File: config.mk
export PLATFORM = sky130hd
export DESIGN_NAME = flash_self_program_sequencer
export DESIGN_NICKNAME = d
export VERILOG_FILES = /design/src/nvm_pkg.sv /design/src/flash_self_program_sequencer.sv /design/src/write_latch_bank.sv
export SDC_FILE = /design/constraint.sdc
export NUM_CORES = 2
export LEC_CHECK = 0
export ABC_AREA = 1
export BUFFER_PORTS_ARGS = -buffer_cell sky130_fd_sc_hd__clkbuf_2
export CAP_MARGIN = 20
export CORE_MARGIN = 1
export CORE_UTILIZATION = 45
export CTS_CLUSTER_SIZE = 40
export DETAILED_ROUTE_END_ITERATION = 8
export PLACE_DENSITY = 0.72
export REMOVE_ABC_BUFFERS = 1
export SYNTH_ARGS = -nofsm -noshare
export SYNTH_HDL_FRONTEND = slang
export SYNTH_SLANG_ARGS = --single-unit
File: constraint.sdc
create_clock -name clk -period 2.4 [get_ports clk]
set_input_delay 0.48 -clock clk [delete_from_list [all_inputs] [get_ports clk]]
set_output_delay 0.48 -clock clk [all_outputs]
set_load 0.005 [all_outputs]
File: src/nvm_pkg.sv
// Shared constants and carrier types for the flash self-program sequencer
`default_nettype none
package nvm_pkg;
	// Timing
	localparam int unsigned CLK_PERIOD_NS = 10;
	localparam int unsigned OP_TIME_NS = 2_000_000;
	localparam int unsigned OP_CYCLES = OP_TIME_NS / CLK_PERIOD_NS;
	localparam int unsigned CNT_W = 18;

	// Array geometry
	localparam int unsigned ROW_WORDS = 32;
	localparam int unsigned PANEL_ROWS = 128;
	localparam int unsigned ROW_ADDR_BITS = 6;

	// Register byte offsets on the bus
	localparam logic [7:0] OFS_CONTROL = 8'h00;
	localparam logic [7:0] OFS_ADDR_LOW = 8'h04;
	localparam logic [7:0] OFS_ADDR_UP = 8'h08;
	localparam logic [7:0] OFS_KEY = 8'h0C;
	localparam logic [7:0] OFS_STATUS = 8'h10;

	// Control register fields
	localparam int unsigned CTL_START_BIT = 15;
	localparam int unsigned CTL_GATE_BIT = 14;
	localparam int unsigned CTL_ERR_BIT = 13;
	localparam int unsigned CTL_TWRI_BIT = 8;
	localparam int unsigned CTL_OPSEL_MSB = 6;
	// Status register fields
	localparam int unsigned STS_DONE_BIT = 0;
	localparam int unsigned STS_BUSY_BIT = 1;

	// Operation selections and unlock keys
	localparam logic [6:0] OP_ROW_ERASE = 7'h41;
	localparam logic [6:0] OP_ROW_PROG = 7'h01;
	localparam logic [7:0] KEY_FIRST = 8'h55;
	localparam logic [7:0] KEY_SECOND = 8'hAA;

	// Reset values
	localparam logic [15:0] ADDR_LOW_RST = 16'h0000;
	localparam logic [7:0] ADDR_UP_RST = 8'h00;
	localparam logic [23:0] LATCH_RST = 24'h00_0000;

	typedef struct packed {
		logic valid;
		logic write;
		logic high;
		logic byte_mode;
		logic [7:0] page;
		logic [15:0] ea;
		logic [15:0] wdata;
	} tbl_req_t;

	typedef struct packed {
		logic done;
		logic [15:0] rdata;
	} tbl_rsp_t;

	typedef struct packed {
		logic erase;
		logic prog_we;
		logic [23:0] addr;
		logic [23:0] data;
		logic [23:0] rd_addr;
	} array_cmd_t;

	typedef struct packed {
		logic we;
		logic high;
		logic byte_mode;
		logic byte_sel;
		logic [4:0] idx;
		logic [15:0] data;
	} latch_wr_t;
endpackage
`default_nettype wire

File: src/flash_self_program_sequencer.sv
// Row erase / row program sequencer for on-chip program flash
`default_nettype none
module flash_self_program_sequencer #(
	parameter int unsigned OP_CYCLES = nvm_pkg::OP_CYCLES
) (
	input wire logic clk,
	input wire logic reset,
	input wire logic warm_reset,
	input wire logic hsel,
	input wire logic [31:0] haddr,
	input wire logic [1:0] htrans,
	input wire logic hwrite,
	input wire logic [2:0] hsize,
	input wire logic [31:0] hwdata,
	input wire logic hready,
	output logic hreadyout,
	output logic hresp,
	output logic [31:0] hrdata,
	input wire nvm_pkg::tbl_req_t tbl_req,
	output nvm_pkg::tbl_rsp_t tbl_rsp,
	output nvm_pkg::array_cmd_t array_cmd,
	input wire logic [23:0] array_rd_data,
	output logic cpu_stall
);
	import nvm_pkg::*;

	typedef enum logic [1:0] {KEY_IDLE, KEY_HALF, KEY_ARMED} key_t;
	typedef enum logic [1:0] {ST_IDLE, ST_STREAM, ST_WAIT} op_t;

	typedef struct packed {
		logic hreadyout;
		logic hresp;
		logic [31:0] hrdata;
		logic wr_pend;
		logic [7:0] wr_ofs;
		logic start;
		logic gate;
		logic err;
		logic twri;
		logic [6:0] opsel;
		logic [15:0] addr_low;
		logic [7:0] addr_up;
		key_t key;
		op_t op;
		logic [CNT_W-1:0] cnt;
		logic [4:0] idx;
		logic done_flag;
		logic stall;
		logic tbl_active;
		logic tbl_high;
		logic tbl_byte;
		logic tbl_bsel;
		tbl_rsp_t rsp;
		array_cmd_t arr;
	} state_t;

	localparam state_t S_RST = '{hreadyout: 1'b1, key: KEY_IDLE,
		op: ST_IDLE, addr_low: ADDR_LOW_RST, addr_up: ADDR_UP_RST,
		default: '0};

	state_t s_r;
	state_t s_nxt;
	latch_wr_t lw;
	logic [23:0] lat_word;
	logic addr_ok;
	logic accept;
	logic busy;

	write_latch_bank u_latches (
		.clk(clk),
		.reset(reset),
		.wr(lw),
		.rd_idx(s_r.idx),
		.rd_word(lat_word)
	);

	assign busy = s_r.start;

	always_comb begin
		s_nxt = s_r;
		s_nxt.arr.erase = 1'b0;
		s_nxt.arr.prog_we = 1'b0;
		s_nxt.rsp.done = 1'b0;
		lw = '0;

		// Bus address phase; reads are answered from a flop next cycle
		addr_ok = hsel && htrans[1] && hready;
		s_nxt.wr_pend = addr_ok && hwrite;
		s_nxt.wr_ofs = haddr[7:0];
		s_nxt.hrdata = '0;
		if (addr_ok && !hwrite) begin
			unique case (haddr[7:0])
				OFS_CONTROL: s_nxt.hrdata = {16'h0000, s_r.start, s_r.gate,
					s_r.err, 4'h0, s_r.twri, 1'b0, s_r.opsel};
				OFS_ADDR_LOW: s_nxt.hrdata = {16'h0000, s_r.addr_low};
				OFS_ADDR_UP: s_nxt.hrdata = {24'h00_0000, s_r.addr_up};
				OFS_STATUS: s_nxt.hrdata = {30'h0000_0000, busy, s_r.done_flag};
				default: s_nxt.hrdata = '0; // Key reads as zero
			endcase
		end

		// Bus data phase write
		if (s_r.wr_pend) begin
			s_nxt.key = KEY_IDLE;
			if (s_r.wr_ofs == OFS_KEY) begin
				if (hwdata[7:0] == KEY_FIRST)
					s_nxt.key = KEY_HALF;
				else if (s_r.key == KEY_HALF && hwdata[7:0] == KEY_SECOND)
					s_nxt.key = KEY_ARMED;
			end else if (s_r.wr_ofs == OFS_CONTROL && !busy) begin
				s_nxt.gate = hwdata[CTL_GATE_BIT];
				s_nxt.err = hwdata[CTL_ERR_BIT];
				s_nxt.twri = hwdata[CTL_TWRI_BIT];
				s_nxt.opsel = hwdata[CTL_OPSEL_MSB:0];
				// Start only on the write right after the key pair
				if (hwdata[CTL_START_BIT] && s_r.key == KEY_ARMED
					&& hwdata[CTL_GATE_BIT]
					&& (hwdata[CTL_OPSEL_MSB:0] == OP_ROW_ERASE
					|| hwdata[CTL_OPSEL_MSB:0] == OP_ROW_PROG)) begin
					s_nxt.start = 1'b1;
					s_nxt.stall = 1'b1;
					s_nxt.cnt = CNT_W'(OP_CYCLES);
					s_nxt.idx = '0;
					if (hwdata[CTL_OPSEL_MSB:0] == OP_ROW_ERASE) begin
						s_nxt.arr.erase = 1'b1;
						s_nxt.arr.addr = {s_r.addr_up,
							s_r.addr_low[15:ROW_ADDR_BITS],
							ROW_ADDR_BITS'(0)};
						s_nxt.op = ST_WAIT;
					end else begin
						s_nxt.op = ST_STREAM;
					end
				end
			end else if (s_r.wr_ofs == OFS_ADDR_LOW && !busy) begin
				s_nxt.addr_low = hwdata[15:0];
			end else if (s_r.wr_ofs == OFS_ADDR_UP && !busy) begin
				s_nxt.addr_up = hwdata[7:0];
			end else if (s_r.wr_ofs == OFS_STATUS && hwdata[STS_DONE_BIT]) begin
				s_nxt.done_flag = 1'b0;
			end
		end

		// Running operation; the latch row streams out first when programming
		if (s_r.op != ST_IDLE) begin
			s_nxt.cnt = s_r.cnt - 1'b1;
			if (s_r.op == ST_STREAM) begin
				s_nxt.arr.prog_we = 1'b1;
				s_nxt.arr.addr = {s_r.addr_up, s_r.addr_low[15:ROW_ADDR_BITS],
					s_r.idx, 1'b0};
				s_nxt.arr.data = lat_word;
				s_nxt.idx = s_r.idx + 1'b1;
				if (s_r.idx == 5'(ROW_WORDS - 1))
					s_nxt.op = ST_WAIT;
			end
			if (s_r.cnt == CNT_W'(1)) begin
				s_nxt.op = ST_IDLE;
				s_nxt.start = 1'b0;
				s_nxt.stall = 1'b0;
				s_nxt.done_flag = 1'b1;
			end
		end

		// Table accesses; held off while an operation runs
		accept = tbl_req.valid && !s_r.tbl_active && !s_r.rsp.done
			&& s_r.op == ST_IDLE && !s_r.start;
		if (accept) begin
			s_nxt.tbl_active = 1'b1;
			s_nxt.addr_low = tbl_req.ea;
			s_nxt.addr_up = tbl_req.page;
			s_nxt.arr.rd_addr = {tbl_req.page, tbl_req.ea};
			s_nxt.tbl_high = tbl_req.high;
			s_nxt.tbl_byte = tbl_req.byte_mode;
			s_nxt.tbl_bsel = tbl_req.ea[0];
			lw.we = tbl_req.write;
			lw.high = tbl_req.high;
			lw.byte_mode = tbl_req.byte_mode;
			lw.byte_sel = tbl_req.ea[0];
			lw.idx = tbl_req.ea[5:1];
			lw.data = tbl_req.wdata;
		end
		if (s_r.tbl_active) begin
			s_nxt.tbl_active = 1'b0;
			s_nxt.rsp.done = 1'b1;
			if (s_r.tbl_high)
				s_nxt.rsp.rdata = (s_r.tbl_byte && s_r.tbl_bsel) ? 16'h0000
					: {8'h00, array_rd_data[23:16]};
			else if (s_r.tbl_byte)
				s_nxt.rsp.rdata = {8'h00, s_r.tbl_bsel ? array_rd_data[15:8]
					: array_rd_data[7:0]};
			else
				s_nxt.rsp.rdata = array_rd_data[15:0];
		end

		// Warm reset aborts the operation but leaves the address alone
		if (warm_reset) begin
			if (s_r.start)
				s_nxt.err = 1'b1;
			s_nxt.start = 1'b0;
			s_nxt.stall = 1'b0;
			s_nxt.op = ST_IDLE;
			s_nxt.cnt = '0;
			s_nxt.key = KEY_IDLE;
			s_nxt.tbl_active = 1'b0;
			s_nxt.rsp.done = 1'b0;
			s_nxt.arr.erase = 1'b0;
			s_nxt.arr.prog_we = 1'b0;
			lw.we = 1'b0;
		end
	end

	always_ff @(posedge clk) begin
		if (reset)
			s_r <= S_RST;
		else
			s_r <= s_nxt;
	end

	assign hreadyout = s_r.hreadyout;
	assign hresp = s_r.hresp;
	assign hrdata = s_r.hrdata;
	assign tbl_rsp = s_r.rsp;
	assign array_cmd = s_r.arr;
	assign cpu_stall = s_r.stall;

	// Helper counters for the checks below
	logic [CNT_W-1:0] busy_len;
	logic [5:0] prog_words;
	always_ff @(posedge clk) begin
		if (reset) begin
			busy_len <= '0;
			prog_words <= '0;
		end else begin
			busy_len <= s_r.start ? busy_len + 1'b1 : '0;
			prog_words <= s_r.start ? prog_words + 6'(s_r.arr.prog_we) : '0;
		end
	end
endmodule
`default_nettype wire

File: src/write_latch_bank.sv
// Row of program write latches filled by table stores
`default_nettype none
module write_latch_bank (
	input wire logic clk,
	input wire logic reset,
	input wire nvm_pkg::latch_wr_t wr,
	input wire logic [4:0] rd_idx,
	output logic [23:0] rd_word
);
	import nvm_pkg::*;

	typedef struct packed {
		logic [ROW_WORDS-1:0][23:0] mem;
	} lstate_t;

	lstate_t s_r;
	lstate_t s_nxt;
	logic [23:0] ent_nxt [ROW_WORDS];

	for (genvar g = 0; g < ROW_WORDS; g++) begin : g_entry
		always_comb begin
			ent_nxt[g] = s_r.mem[g];
			if (wr.we && wr.idx == 5'(g)) begin
				if (!wr.high) begin
					if (!wr.byte_mode)
						ent_nxt[g][15:0] = wr.data;
					else if (wr.byte_sel)
						ent_nxt[g][15:8] = wr.data[7:0];
					else
						ent_nxt[g][7:0] = wr.data[7:0];
				end else if (!(wr.byte_mode && wr.byte_sel)) begin
					// Odd byte of the high word has no storage behind it
					ent_nxt[g][23:16] = wr.data[7:0];
				end
			end
		end
	end

	always_comb begin
		s_nxt = s_r;
		for (int i = 0; i < ROW_WORDS; i++) begin
			s_nxt.mem[i] = ent_nxt[i];
		end
	end

	always_ff @(posedge clk) begin
		if (reset)
			s_r <= {ROW_WORDS{LATCH_RST}};
		else
			s_r <= s_nxt;
	end

	assign rd_word = s_r.mem[rd_idx];
endmodule
`default_nettype wire

* After elaboration in Yosys (flattened, before gate mapping) *
Cells that the tools add are included.

word-level totals
  logic and storage cells = 412
  bits of input ports = 143
  output and inout port bits = 126
  register bits = 968

cells by class
  bitwise gates (word level) = 8
  reduce and logical (&&, ||, !) cells = 172
  mux-type cells = 53
  add/subtract/negate cells = 2
  $lt $le $gt $ge = 1
  eq/ne operators = 53

operators with widths
  kind                                                number
  AND reduction 3 bit                                 97
  two-way mux 24 bit                                  8
  binary-select mux 24 bit (select 5 bit)             1
  == test 5 bit, second input constant                17
  two-way mux 25 bit                                  3
  two-way mux 16 bit                                  4
  two-way mux 64 bit                                  1
  case mux 16 bit (4 select lines)                    1
  two-way mux 27 bit                                  2
  logical AND 1 bit                                   50
  two-way mux 49 bit                                  1
  two-way mux 48 bit                                  1
  two-way mux 8 bit                                   6
  == test 5 x 4 -> 1 bit, second input constant       8
  two-way mux 35 bit                                  1
  == test 8 x 4 -> 1 bit, second input constant       3
  == test 5 x 3 -> 1 bit, second input constant       4
  == test 18 x 1 -> 1 bit, second input constant      1
  subtractor 18 x 1 -> 18 bit, second input constant  1
  two-way mux 17 bit                                  1
  == test 8 x 3 -> 1 bit, second input constant       2
  == test 8 x 5 -> 1 bit, second input constant       2
  logical NOT 8 bit                                   2
  two-way mux 2 bit                                   8
  other kinds (27)                                    64

* Depth between registers and ports, before layout *
  depth after elaboration = 12
  gate-level depth with buffers = 14
  gate-level depth less buffers = 12

* Hierarchy *
From an unflattened synthesis, not the netlist that was laid out.

second synthesis, totals
  cell total of the unflattened synthesis = 6639
  area total of the unflattened synthesis = 44254.9 µm²

by module, submodules not included
  module                        cells each  area each (µm²)  times used  seq. area each (µm²)
  write_latch_bank              5370        35397.7          1           15374.7
  flash_self_program_sequencer  1269        8857.2           1           3663.5

* Least setup slack after synthesis *
No wires, ideal clock.

  path type = input port to flip-flop
  start point = input port warm_reset
  end point = register u_latches.s_r[293] (netlist name)
  cell stages on the path = 11
  path buffers = 2
  required time = 2.287 ns
  data arrival time = 1.944 ns
  slack = 0.343 ns
  setup time = 0.113 ns
  cell sequence = inv_1 -> nand2_1 -> or2_2 -> nor2_4 -> buf_4 -> nand3_1 -> nor2_2 -> buf_2 -> nand2_1 -> nand2_1 -> nor2_1

on the way
  word-level cells in the longest chain between the ends = 3

RTL lines
  item                                  RTL line                             text
  from (decl)                           flash_self_program_sequencer.sv:8    input wire logic warm_reset,
  two-way mux 1 bit                     flash_self_program_sequencer.sv:195  if (warm_reset) begin
  logical AND 1 bit                     write_latch_bank.sv:23               if (wr.we && wr.idx == 5'(g)) begin
  AND reduction 3 bit (no source line)  n/a
  to (signal assigned)                  write_latch_bank.sv:48               s_r <= {ROW_WORDS{LATCH_RST}};
  to (signal assigned)                  write_latch_bank.sv:50               s_r <= s_nxt;
  to (decl)                             write_latch_bank.sv:16               lstate_t s_r;

Every way passes these cells.
A chain may end at the register's enable or synchronous reset.

* Worst setup path after layout *
  start point = register s_r[120] (netlist name)
  end point = register u_latches.s_r[303] (netlist name)

on the way
  word-level cells in the longest chain between the ends = 7
  elaborated cells between the ends (all ways) = 12
  classes of those cells = eq/ne (2); mux (4); bitwise (1); reduce/logical (5)

RTL lines
  item                                                                RTL line                                                     text
  from (decl)                                                         flash_self_program_sequencer.sv:61                           state_t s_r;
  from (signal assigned)                                              flash_self_program_sequencer.sv:215                          s_r <= s_nxt;
  logical NOT 2 bit (*)                                               flash_self_program_sequencer.sv:165                          && s_r.op == ST_IDLE && !s_r.start;
  logical AND 1 bit (*) (2 in a row)                                  flash_self_program_sequencer.sv:165
  two-way mux 25 bit (*)                                              flash_self_program_sequencer.sv:166                          if (accept) begin
  == test 5 x 4 -> 1 bit / two-way mux 1 bit (equally long branches)  write_latch_bank.sv:23, flash_self_program_sequencer.sv:195
  logical AND 1 bit                                                   write_latch_bank.sv:23
  AND reduction 3 bit (no source line)                                n/a

Every way passes the cells marked *; elsewhere a longest branch is shown, timed or not. The select of a mux whose other input is x is not followed.

==> results by group <==
CTS
  • Clk sinks: 951
  • Clk slew on worst S/H paths: 60 ps
  • CTS tree: built
  • Root buffer cell: clkbuf_16
  • CTS Buf Count: 99
  • Clock Latency Late Sink: 710 ps
  • Clk buf depth: 3
  • Max H-tree Level: 3

Cells and area
  • Non-Filler Instances: 9249
  • Layout area overhead: 15.5%
  • Nets: between 7000 and 8000
  • Layout cells sized above 1: 0.104
  • Antenna diode count: 0

Synth
  • Yosys warning total: 0
  • Register bit total from synthesis: 951
  • Avg Cell Area, Syn: roughly 6.1 um^2
  • Number of flops mapped to enable cells by yosys: 0
  • Post-Syn Area: about 47000 um^2
  • Synth top area cells: dfxtp_1 (40%), nand2_1 (22%), nor2_1 (14%)
  • Count leader, synth: nand2_1
  • Synth top area share: 0.403
  • Synth area leader: dfxtp_1
  • Netlist cell types: 35
  • Cells after Synth: 7788
  • Cell types with the highest counts after synthesis: nand2_1 (2735), nor2_1 (1702), dfxtp_1 (951), nand3_1 (825), inv_1 (536)
  • Ys async rst share: 0
  • Synth Flop Type: dfxtp_1
  • Seq/Total Area, Yosys: 0.403

Power and ir drop
  • Clock power share: 0.466
  • Combinational Power Share: 0.062
  • Total power: approximately 0.034 W
  • Internal power: between 0.02 and 0.03 W
  • Net Switching: approximately 0.008 W
  • Leakage: 24.0 nW
  • Share of power burned in registers: 0.472
  • Sw Ratio: 0.242
  • Power Density: just over 600 nW/um^2
  • Worst VDD drop: between 600 and 700 uV

Global route
  • Initial antenna violation count: 3
  • Pin count of the biggest net entering global routing: 196
  • Total GRT Usage: 0.274
  • Total gr overflow: 0
  • First-pass GRT wire length: 236000 um
  • Vias in the first global route: 42917

Setup path
  • Setup crit end kind: register
  • Critical path, cell by cell: inv_1 -> nand2_2 -> nor2_8 -> nand3_1 -> nor2_4 -> nand3_1 -> buf_4 -> nor2_2 -> buf_12 -> nand2_1 -> nand2_1 -> nor2_1
  • Crit Path Category: register to register
  • Required @ worst endpoint: 2970 ps
  • Critical Path AT: 2900 ps
  • Slowest CP cell: dfxtp_1
  • Critical path fanouts, max: 16
  • Slowest stage delay, CP: 310 ps
  • Startpoint types: register

STA
  • Fmax: 430 MHz
  • Slew margin rel.: 0.260
  • Final setup fails: 0
  • RSZ-0062 raised after global routing: true
  • Worst slew pin tran: between 1000 and 1500 ps
  • Final hold violations: 0
  • Number of max-slew violations in the final report: 0
  • Min Tclk post-route: 2330 ps
  • Setup Skew: roughly 31 ps
  • Final period util: 0.970

Placement
  • DP Cell Count: 9059
  • GP Congestion: 0.914
  • Input/output buffers: 206
  • HPWL after DPL: 95800 um

Routing
  • DR iter-0 viols: 5011
  • Routed WL per cell: 16.2 um
  • Final routed DRC violation total: 0
  • Total Wirelength: 150000 um
  • Via density per instance: 5.11
  • Metal2 WL: ~68000 um
  • Via count: 47241
  • DRT met1 WL: 64900 um
  • Met3 wire length: ~12000 um
  • ANT nets after route: 0
  • DR top layer: met4
  • 1st-pass router iterations: 5

Floorplanning
  • Initial Utilization: 0.456
  • Die area: 106000 um^2
  • IO Count: ~270
  • Row cnt: 118
  • Core area: 104000 um^2
  • Die height: between 300 and 400 um
  • Die Span X: 326 um

Worst hold path
  • Worst Hold Class: input port to register

Status
  • Status: finished clean

Job
  • Max-Cap Viols: 0
[power by group through the flow]
stage               registers, W  logic, W  clock network, W
finish                    0.0159   0.00210            0.0157
global route              0.0159   0.00226            0.0165
CTS                       0.0159   0.00204            0.0159
detailed placement        0.0163   0.00202                 0
global placement          0.0163   0.00200                 0
floorplan                 0.0163   0.00143                 0
[registers in the layout, indices dropped and copies added (netlist names)]
register       count
array_cmd         74
s_r               74
tbl_rsp           17
u_latches.s_r    768
busy               1
cpu_stall          1
hrdata            16
[metal layers]
| metal | track usage | up-vias |
|---|---|---|
| met5 | 0 | - |
| li1 | - | 23539 |
| met1 | 0.376 | 21619 |
| met4 | 0.103 | 0 |
| met3 | 0.0378 | 291 |
| met2 | 0.436 | 1792 |
[what timing repair did]
item,in CTS,in global routing
gates cloned,0,1
hold buffers,4,0
setup endpoints to repair,51,131
buffers inserted,0,8
hold endpoints to repair,4,0
pin swaps,1,7
gates resized for setup,6,15
[cell type report]
class | instances | area, um^2
Inverter | 558 | 2120
Clock buffer | 144 | 2860
Multi-Input combinational cell | 5682 | 23500
Fill cell | 10111 | 49200
Timing Repair Buffer | 501 | 4910
Clock inverter | 33 | 427
Sequential cell | 951 | 19100
Tap cell | 1380 | 1730
[per-stage QoR]
step / TNS [ps] / hold WS [ps] / util / setup WS (ps) / area [um^2]
floorplan: -4253300 / 427 / - / -13080 / 44400
global placement: -9990 / 432 / 0.492 / -292 / 51100
detailed placement: -10500 / 442 / 0.492 / -246 / 51100
CTS: 0 / 0.528 / 0.525 / 68.9 / 54400
global route: -235 / 7.68 / 0.526 / -36.8 / 54600
finish: 0 / 26.0 / 0.526 / 73.1 / 54600
[cell usage in the layout, fill, tap and decap left out, types with 99 or more instances in the layout]
master | Yosys | routed
buf_12 | 0 | 132
a21oi_1 | 111 | 100
nand3_1 | 825 | 825
inv_1 | 536 | 534
nand2_1 | 2735 | 2734
dfxtp_1 | 951 | 947
clkbuf_2 | 0 | 206
clkbuf_16 | 0 | 99
buf_4 | 133 | 157
nor2_1 | 1702 | 1697
[final timing paths]
path / startpoint / endpoint / slack, ps / depth (start not counted)
worst max-delay path: s_r[120]$_SDFF_PP0_ / u_latches.s_r[303]$_SDFFE_PP0P_ / 70 / 12
worst max register to register: s_r[120]$_SDFF_PP0_ / u_latches.s_r[303]$_SDFFE_PP0P_ / 70 / 12
worst min register to register: array_cmd[48]$_SDFF_PP0_ / array_cmd[48]$_SDFF_PP0_ / 450 / 2
worst min-delay path: hwrite / s_r[167]$_SDFF_PP0_ / 30 / 3
[cell families (layout without fill, tap and decap cells)]
family                   Yosys count  after routing  share of synthesized area
other                              2             18                   0.000159
AND/OR/NAND/NOR                 5427           5427                      0.463
XOR/XNOR                           1              1                   0.000185
AO/OA/AOI/OAI                    231            232                     0.0263
adder cells (fa/ha/maj)            4              4                    0.00106
buffers and inverters           1172           1236                      0.106
flip-flops                       951            951                      0.403
[critical path: cells and delay by family (launching register included)]
kind                   cells  cell delay [ps]
buffers and inverters      3              500
DFF                        1              310
and+or+nand+nor            9             1380
Note: power is estimated with default switching activity, not from simulation.
